File: config.mk
export PLATFORM = sky130hd
export DESIGN_NAME = led_shift_driver
export DESIGN_NICKNAME = d
export VERILOG_FILES = /design/src/led_shift_pkg.sv /design/src/led_shift_driver.sv
export SDC_FILE = /design/constraint.sdc
export NUM_CORES = 1
export LEC_CHECK = 0
export ABC_AREA = 1
export BUFFER_PORTS_ARGS = -buffer_cell sky130_fd_sc_hd__buf_4
export CAP_MARGIN = 20
export CORE_ASPECT_RATIO = 0.5
export CORE_UTILIZATION = 53
export DETAILED_ROUTE_END_ITERATION = 8
export PLACE_DENSITY = 0.78
export SYNTH_ARGS = -nofsm -noshare
export SYNTH_HDL_FRONTEND = slang
export SYNTH_SLANG_ARGS = --single-unit
File: constraint.sdc
create_clock -name CLK_SYS -period 1.35 [get_ports CLK_SYS]
set_input_delay 0.0675 -clock CLK_SYS [delete_from_list [all_inputs] [get_ports CLK_SYS]]
set_output_delay 0.0675 -clock CLK_SYS [all_outputs]
set_load 0.02 [all_outputs]
File: src/led_shift_pkg.sv
// package: widths, thermal thresholds and carrier types for the led shift driver
package led_shift_pkg;
  localparam int unsigned         NUM_CH        = 12;                 // drain channels
  localparam int unsigned         TEMP_W        = 9;                  // junction temperature code width, deg C
  localparam logic [TEMP_W-1:0]   TEMP_TRIP_C   = 9'h0AF;             // 175 C trip point
  localparam logic [TEMP_W-1:0]   TEMP_REL_C    = 9'h0A0;             // 160 C release point
  localparam logic [NUM_CH-1:0]   ZERO_WORD     = 12'h000;            // cleared register value
  localparam logic [1:0]          SYNC_ZERO     = 2'h0;               // synchroniser reset value
  localparam logic [1:0]          BUF_DEPTH     = 2'h2;               // entries in the latch buffer

  // synchronised control pins travelling together
  typedef struct packed {
    logic shift_clk;
    logic latch_clk;
    logic serial_data_in;
    logic clear_n;
    logic out_en_n;
  } pins_t;

  // thermal protection state
  typedef enum logic [0:0] {
    TH_RUN  = 1'b0,
    TH_SHUT = 1'b1
  } therm_state_t;
endpackage

File: src/led_shift_driver.sv
// twelve channel serial-in parallel-out led driver with storage latch and gated drains
`timescale 1ns/1ps
// Notes on behaviour
// - twelve stage shift register feeds storage register
// - shift on shift rise, latch on latch rise
// - storage reaches buffers only while clear high
// - clear low zeroes the shift, storage, buffer and cascade registers; thermal state is kept
// - cascade output changes on shift clock fall
// - enable high forces all buffer bits low
// - enable low: buffers follow storage transparently
// - buffer one sinks current, zero is off
// - over trip temperature, all drains off
// - resume only below release temperature
// - drains change at latch clock rise
module led_shift_driver
  import led_shift_pkg::*;
#(
  parameter int unsigned CH = NUM_CH     // channel count
) (
  // system clock and reset
  input  wire logic              CLK_SYS,
  input  wire logic              RST_N,
  // serial link pins from the controller
  input  wire logic              SHIFT_CLK,
  input  wire logic              LATCH_CLK,
  input  wire logic              SERIAL_DATA_IN,
  input  wire logic              CLEAR_N,
  input  wire logic              OUT_EN_N,
  // junction temperature code in deg C
  input  wire logic [TEMP_W-1:0] JUNCTION_TEMP,
  // drains and cascade
  output logic      [CH-1:0]     DRAIN_ON,
  output logic                   CASCADE_DATA_OUT,
  output logic                   THERMAL_SHUTDOWN
);

  pins_t             pins_meta_reg;      // first stage, read only by second
  pins_t             pins_reg;           // synchronised pins
  pins_t             pins_dly_reg;       // previous sample for edge finding
  logic [TEMP_W-1:0] temp_meta_reg;      // temperature first stage
  logic [TEMP_W-1:0] temp_reg;           // temperature synchronised
  logic [TEMP_W-1:0] temp_dly_reg;       // previous synchronised code
  logic [TEMP_W-1:0] temp_ok_reg;        // code seen twice alike, fed to trip compare
  logic [CH-1:0]     shift_reg;          // serial stages
  logic [CH-1:0]     store_reg;          // storage latch
  logic              store_load_reg;     // storage just loaded, offer it to the buffer
  logic [CH-1:0]     buf_data_reg [2];   // two-entry buffer toward drains
  logic [1:0]        buf_cnt_reg;        // occupied entries
  logic              buf_rd_reg;         // read pointer
  logic              buf_wr_reg;         // write pointer
  logic [CH-1:0]     out_buf_reg;        // output buffer image
  logic              cascade_reg;        // falling edge retimed last stage
  therm_state_t      therm_reg;          // thermal state
  logic              shift_rise;         // shift clock rising edge
  logic              shift_fall;         // shift clock falling edge
  logic              latch_rise;         // latch clock rising edge
  logic              clr_now;            // clear seen on synced pin
  logic              buf_in_valid;       // new word offered to buffer
  logic              buf_in_ready;       // buffer has room
  logic              buf_out_valid;      // buffer holds a word
  logic              buf_out_ready;      // consumer takes it
  logic [CH-1:0]     buf_out_data;       // word at buffer head
  logic [CH-1:0]     drain_next;         // next drain value

  // rise of a synchronised level against its previous sample
  function automatic logic level_rose(input logic now_lvl, input logic was_lvl);
    return now_lvl & ~was_lvl;
  endfunction

  // edge and level decode from the second stage only
  assign shift_rise    = level_rose(pins_reg.shift_clk, pins_dly_reg.shift_clk);
  assign shift_fall    = level_rose(pins_dly_reg.shift_clk, pins_reg.shift_clk);
  assign latch_rise    = level_rose(pins_reg.latch_clk, pins_dly_reg.latch_clk);
  // clear is seen the cycle the synced level drops, no link edge needed
  assign clr_now       = ~pins_reg.clear_n;
  // the buffer takes the storage word one cycle after it was loaded
  assign buf_in_valid  = store_load_reg & ~clr_now;
  assign buf_in_ready  = (buf_cnt_reg != BUF_DEPTH);
  assign buf_out_valid = (buf_cnt_reg != 2'h0);
  assign buf_out_ready = 1'b1;          // output buffer always accepts one per cycle
  assign buf_out_data  = buf_data_reg[buf_rd_reg];

  // two flip-flop synchronisers for every pin
  always_ff @(posedge CLK_SYS) begin
    if (!RST_N) begin
      pins_meta_reg <= '0;
      pins_reg      <= '0;
      pins_dly_reg  <= '0;
      temp_meta_reg <= '0;
      temp_reg      <= '0;
    end else begin
      pins_meta_reg <= pins_t'({SHIFT_CLK, LATCH_CLK, SERIAL_DATA_IN, CLEAR_N, OUT_EN_N});
      pins_reg      <= pins_meta_reg;
      pins_dly_reg  <= pins_reg;
      // code bits may land in different cycles; filtered further down
      temp_meta_reg <= JUNCTION_TEMP;
      temp_reg      <= temp_meta_reg;
    end
  end

  // serial shift chain
  always_ff @(posedge CLK_SYS) begin
    if (!RST_N) begin
      shift_reg <= ZERO_WORD;
    end else if (clr_now) begin
      shift_reg <= ZERO_WORD;
    end else if (shift_rise) begin
      shift_reg <= {shift_reg[CH-2:0], pins_reg.serial_data_in};
    end
  end

  // storage latch loads the whole chain in parallel
  always_ff @(posedge CLK_SYS) begin
    if (!RST_N) begin
      store_reg <= ZERO_WORD;
    end else if (clr_now) begin
      store_reg <= ZERO_WORD;
    end else if (latch_rise) begin
      store_reg <= shift_reg;
    end
  end

  // load strobe one cycle late, so the buffer reads the storage register itself
  always_ff @(posedge CLK_SYS) begin
    if (!RST_N) begin
      store_load_reg <= 1'b0;
    end else if (clr_now) begin
      store_load_reg <= 1'b0;
    end else begin
      store_load_reg <= latch_rise;
    end
  end

  // two-entry buffer carrying latched words to the output stage
  always_ff @(posedge CLK_SYS) begin
    if (!RST_N) begin
      buf_cnt_reg     <= 2'h0;
      buf_rd_reg      <= 1'b0;
      buf_wr_reg      <= 1'b0;
      buf_data_reg[0] <= ZERO_WORD;
      buf_data_reg[1] <= ZERO_WORD;
    end else if (clr_now) begin
      // flush so no stale word reaches the drains after clear
      buf_cnt_reg <= 2'h0;
      buf_rd_reg  <= 1'b0;
      buf_wr_reg  <= 1'b0;
    end else begin
      if (buf_in_valid && buf_in_ready) begin
        buf_data_reg[buf_wr_reg] <= store_reg;
        buf_wr_reg               <= ~buf_wr_reg;
      end
      if (buf_out_valid && buf_out_ready) begin
        buf_rd_reg <= ~buf_rd_reg;
      end
      case ({buf_in_valid && buf_in_ready, buf_out_valid && buf_out_ready})
        2'b10:   buf_cnt_reg <= buf_cnt_reg + 2'h1;
        2'b01:   buf_cnt_reg <= buf_cnt_reg - 2'h1;
        default: buf_cnt_reg <= buf_cnt_reg;
      endcase
    end
  end

  // output buffer image follows the latch only while clear is high
  always_ff @(posedge CLK_SYS) begin
    if (!RST_N) begin
      out_buf_reg <= ZERO_WORD;
    end else if (clr_now) begin
      out_buf_reg <= ZERO_WORD;
    end else if (buf_out_valid) begin
      out_buf_reg <= buf_out_data;
    end
  end

  // temperature code moves on only after two equal samples, so a code whose
  // bits crossed in different cycles never reaches the trip compare
  always_ff @(posedge CLK_SYS) begin
    if (!RST_N) begin
      temp_dly_reg <= '0;
      temp_ok_reg  <= '0;
    end else begin
      temp_dly_reg <= temp_reg;
      if (temp_reg == temp_dly_reg) begin
        temp_ok_reg <= temp_reg;            // costs two cycles of latency
      end
    end
  end

  // thermal hysteresis
  always_ff @(posedge CLK_SYS) begin
    if (!RST_N) begin
      therm_reg <= TH_RUN;
    end else begin
      case (therm_reg)
        TH_RUN:  if (temp_ok_reg > TEMP_TRIP_C) therm_reg <= TH_SHUT;
        TH_SHUT: if (temp_ok_reg < TEMP_REL_C) therm_reg <= TH_RUN;
        default: therm_reg <= TH_RUN;
      endcase
    end
  end

  // gating: enable, clear and thermal state all force drains off
  always_comb begin
    drain_next = out_buf_reg;
    if (pins_reg.out_en_n) begin
      drain_next = ZERO_WORD;
    end
    if (clr_now || therm_reg == TH_SHUT) begin
      drain_next = ZERO_WORD;
    end
  end

  // drains: one sinks current, zero is off
  always_ff @(posedge CLK_SYS) begin
    if (!RST_N) begin
      DRAIN_ON         <= ZERO_WORD;
      THERMAL_SHUTDOWN <= 1'b0;
    end else begin
      DRAIN_ON         <= drain_next;
      THERMAL_SHUTDOWN <= (therm_reg == TH_SHUT);
    end
  end

  // cascade: last stage retimed on the shift clock fall
  always_ff @(posedge CLK_SYS) begin
    if (!RST_N) begin
      cascade_reg <= 1'b0;
    end else if (clr_now) begin
      cascade_reg <= 1'b0;
    end else if (shift_fall) begin
      cascade_reg <= shift_reg[CH-1];
    end
  end

  assign CASCADE_DATA_OUT = cascade_reg;

endmodule

=== Word level (Yosys, flattened, before mapping) ===
Memory sizes are Yosys's and may differ from the RTL's. A register that Yosys moved wholly into a read port is not among the register bits.
Cells that the tools add are included.

* Add/subtract/negate cells: 2
* $lt $le $gt $ge: 2
* Eq/ne operators: 4
* Multiplexer cells: 12
* Bitwise gates (word level): 12
* Reduce and logical (&&, ||, !) cells: 8

{| class="wikitable"
|+ Operators with widths
! cell !! count
|-
| $mux W12 || 1
|-
| $reduce_or A12 Y1 || 1
|-
| $eq A9 B9 Y1 || 1
|-
| $gt A9 B8 Y1 const B || 1
|-
| $lt A9 B8 Y1 const B || 1
|-
| $mux W1 || 9
|-
| $not A1 Y1 || 8
|-
| $and A1 B1 Y1 || 4
|-
| $pmux W2 S2 || 1
|-
| $reduce_bool A2 Y1 || 2
|-
| $reduce_or A3 Y1 || 1
|-
| $add A2 B1 Y2 const B || 1
|-
| $eq A2 B1 Y1 const B || 1
|-
| $eq A2 B2 Y1 const B || 1
|-
| $ne A2 B2 Y1 const B || 1
|-
| $pmux W1 S2 || 1
|-
| $reduce_and A2 Y1 || 1
|-
| $sub A2 B1 Y2 const B || 1
|-
| $logic_and A1 B1 Y1 || 1
|-
| $logic_not A1 Y1 || 1
|-
| $logic_or A1 B1 Y1 || 1
|}

* Register bits: 92
* Memory bits (writable): 24
* Bits of input ports: 16
* Output and inout port bits: 14
* Logic and storage cells: 67
* Memories: 1

{| class="wikitable"
|+ Memories
! name !! words !! bits a word !! read ports !! clocked after memory_dff !! write ports !! line !! RTL
|-
| buf_data_reg || 2 || 12 || 1 || 1 || 2 || led_shift_driver.sv:47 || <nowiki>logic [CH-1:0] buf_data_reg [2];</nowiki>
|}

=== Longest topological paths before layout ===
* Word-level depth: 8
* Mapped depth: 9
* Mapped depth without buffers: 9

=== Worst setup path before layout ===
OpenSTA, ideal clock, no wires.

* Kind: flip-flop to flip-flop
* Start: register buf_cnt_reg[0]
* End: memory buf_data_reg[0][0] in the netlist's numbering (enable)
* Data arrival time: 1146 ps
* Slack: -146 ps
* Cell stages (with the launch flop): 8
* Clock period less this slack: 1496 ps
* Cell sequence: dfxtp_1 > inv_1 > nand2_1 > nand3_1 > nor2_1 > nand2_1 > buf_2 > nand2_1

{| class="wikitable"
|+ RTL lines
! item !! line !! RTL
|-
| start, declared || led_shift_driver.sv:48 || <nowiki>logic [1:0] buf_cnt_reg;</nowiki>
|-
| start signal, assigned || led_shift_driver.sv:156 || <nowiki>2'b10: buf_cnt_reg <= buf_cnt_reg + 2'h1;</nowiki>
|-
| start signal, assigned || led_shift_driver.sv:157 || <nowiki>2'b01: buf_cnt_reg <= buf_cnt_reg - 2'h1;</nowiki>
|-
| start signal, assigned || led_shift_driver.sv:158 || <nowiki>default: buf_cnt_reg <= buf_cnt_reg;</nowiki>
|-
| end, declared || led_shift_driver.sv:47 ||
|}

==> results.sh <==
export IMPL_grt_pass1_wl_mm=11.8
export IMPL_cp_max_fo=12
export IMPL_core_region_area_um2=7600
export IMPL_final_setup_worst_slack_ns=0.119
export IMPL_syn_cell_area_um2=4320
export IMPL_netlist_instances=492
export IMPL_cts_root_buffer="clkbuf_16"
export IMPL_via_per_inst=4.44
export IMPL_wl_mm=6.87
export IMPL_htree_levels=4
export IMPL_drt_initial_drc_count=90
export IMPL_synthFlopType="dfxtp_1"
export IMPL_maxSlewViolCount=0
export IMPL_clkSinkCount=124
export IMPL_status="complete, no violations"
export IMPL_total_power_mw=8.82
export IMPL_port_buffers=29
export IMPL_critPathKind="reg2reg"
export IMPL_p_comb_share_pct=3.9
export IMPL_dr_pass1_iters=4
export IMPL_grt_antenna_before_repair=0
export IMPL_synth_cell_types=21
export IMPL_insertion_delay_ns=0.40
export IMPL_antennaDiodeCount=0
export IMPL_worst_ir_drop_vdd_v=0.000990
export IMPL_design_area_um2=5450
export IMPL_critPathSlowestCell="dfxtp_2"
export IMPL_setup_viol=0
export IMPL_synth_top_area_cell="dfxtp_1"
export IMPL_power_switching_mw=1.68
export IMPL_grt_busiest_layer="met2"
export IMPL_leakage_nw=2.41
export IMPL_max_stage_delay_ns=0.33
export IMPL_num_rows=22
export IMPL_maxSlewHeadroom_pct=66.3
export IMPL_period_minus_slack_ns=1.23
export IMPL_post_route_period_util_pct=91.2
export IMPL_ys_top_cells_by_count="100 x dfxtp_1, 95 x nand2_1, 88 x inv_1"
export IMPL_gr_total_overflow=0
export IMPL_synth_top_area_share_pct=46.3
export IMPL_fmax_ghz=0.813
export IMPL_cts_buffers_inserted=17
export IMPL_tns_ns=0
export IMPL_layout_nets=559
export IMPL_place_congestion=0.742
export IMPL_pwr_share_seq_pct=44.4
export IMPL_grt_pass1_vias=2822
export IMPL_drive_gt1_share_pct=15.3
export IMPL_p_int_mw=7.14
export IMPL_p_clk_share_pct=51.6
export IMPL_final_setup_skew_ns=0.00846
export IMPL_startpoint_type="register"
export IMPL_area_delta_synth_final_pct=26.0
export IMPL_cp_arrival_ns=1.47
export IMPL_worst_slew_pin_slew_ns=0.505
export IMPL_met1_usage_pct=20.0
export IMPL_ys_ff_latch=124
export IMPL_syn_nets=508
export IMPL_drc=0
export IMPL_post_cts_buffers=0
export IMPL_hold_viol_final=0
export IMPL_max_cap_violations=0
export IMPL_grt_use_total_pct=18.6
export IMPL_async_reset_ff_share_pct=0
export IMPL_crit_path_cell_trace="inv_1 -> nand2_1 -> nand3_2 -> nor2_1 -> nand2_1 -> buf_4 -> nor2_1"
export IMPL_rsz0062_at_grt="no"
export IMPL_power_density_nw_per_um2=1620
export IMPL_placed_area_um2=4670
export IMPL_syn_area_per_cell_um2=8.79
export IMPL_yosys_warnings=0
export IMPL_vias=2950
export IMPL_hold_path_class="in2reg"
export IMPL_dieArea_um2=8540
export IMPL_wl_per_cell_um=10.3
export IMPL_grt_max_degree=47
export IMPL_yosysMostFrequentCell="dfxtp_1"
export IMPL_synth_edf_count=24
export IMPL_cts_tree="done"
export IMPL_met2_usage_pct=32.8
export IMPL_largest_register_ffs=24
export IMPL_start_util_pct=56.9
export IMPL_p_sw_share_pct=19.0
export IMPL_met3_usage_pct=7.52
export IMPL_required_ns=1.58
export IMPL_die_h_um=65.9
export IMPL_clk_pin_slew_ns=0.05
export IMPL_hpwl_mm=4.29
export IMPL_synth_area_leaders="dfxtp_1 46%, edfxtp_1 17%, nand2_1 8.2%, inv_1 7.6%, nor2_1 5.8%"
export IMPL_drtAntennaViolNets=0
export IMPL_clockBufferDepth=2
export IMPL_seq_area_frac_synth_pct=63.0
export IMPL_cp_end_kind="register"
export IMPL_dpl_worst_slack_ns=0.0697
export IMPL_io_pins=30
export IMPL_die_w_um=130
final timing paths:
| path | start | endpoint | slack (ns) | cells past startpoint |
|---|---|---|---|---|
| worst max-delay path | buf_cnt_reg[0]$_SDFFE_PN0P_ | buf_data_reg[0][6]$_SDFFCE_PN0P_ | 0.12 | 7 |
| worst max register to register | buf_cnt_reg[0]$_SDFFE_PN0P_ | buf_data_reg[0][6]$_SDFFCE_PN0P_ | 0.12 | 7 |
| worst min register to register | temp_meta_reg[3]$_SDFF_PN0_ | temp_reg[3]$_SDFF_PN0_ | 0.41 | 2 |
| worst min-delay path | OUT_EN_N | pins_meta_reg[0]$_SDFF_PN0_ | 0.39 | 4 |
per-stage QoR:
step	hold WS [ns]	std cells	utilization, %
2_1_floorplan	0.165	492	-
3_3_place_gp	0.247	617	61.5
3_5_place_dp	0.252	617	61.5
4_1_cts	0.375	664	71.4
5_1_grt	0.380	664	71.7
6_report	0.394	664	71.7
power by group through the flow:
stage / Clock [mW] / Sequential, mW / Combinational, mW
4_1_cts: 4.64 / 3.92 / 0.341
6_report: 4.56 / 3.92 / 0.346
3_5_place_dp: 0 / 3.99 / 0.305
2_1_floorplan: 0 / 3.98 / 0.220
3_3_place_gp: 0 / 3.99 / 0.296
5_1_grt: 4.83 / 3.93 / 0.396
what timing repair did:
item,4_1_cts,5_1_grt
hold buffers,15,0
gates resized for setup,0,8
hold endpoints to repair,19,0
setup endpoints to repair,0,41
placed cells by master (no fill, tap or decap), types with 3 or more instances in the layout:
cell type / n
clkinv_2: 3
nand2_1: 92
nand3_2: 3
a31oi_1: 12
inv_2: 3
o21ai_1: 4
a21oi_1: 21
nand2_2: 4
nand3_1: 5
bufinv_16: 4
nor2_4: 3
xnor2_1: 5
clkbuf_1: 5
edfxtp_1: 24
nor2_2: 4
dfxtp_1: 97
o21a_1: 3
dfxtp_2: 3
inv_1: 88
nor2_1: 66
buf_4: 36
dlygate4sd3_1: 15
clkbuf_16: 17
o21ai_0: 32
layer usage:
| layer | wire length [um] | vias up |
|---|---|---|
| met5 | 0 | - |
| met4 | 49 | 0 |
| met3 | 265 | 6 |
| met2 | 3420 | 48 |
| met1 | 3130 | 1291 |
| li1 | - | 1605 |
logic make-up after synthesis:
| group | synth area share (%) |
|---|---|
| AND/OR/NAND/NOR | 16.9 |
| buffers and inverters | 10.3 |
| XOR/XNOR | 1.01 |
| flip-flops | 63.0 |
| AO/OA/AOI/OAI | 8.86 |
worst max-delay path: cells and delay by family, from the launching register on:
| family | cells | cell delay (ns) |
|---|---|---|
| buffers and inverters | 2 | 0.23 |
| DFF | 1 | 0.33 |
| and+or+nand+nor | 5 | 0.52 |
layout make-up:
| type | count | area (um2) |
|---|---|---|
| Clock buffer | 23 | 458 |
| Clock inverter | 9 | 143 |
| Fill cell | 568 | 2150 |
| Inverter | 91 | 342 |
| Multi-Input combinational cell | 256 | 1180 |
| Sequential cell | 124 | 2730 |
| Tap cell | 108 | 135 |
| Timing Repair Buffer | 53 | 460 |
Note: power is estimated with default switching activity, not from simulation.
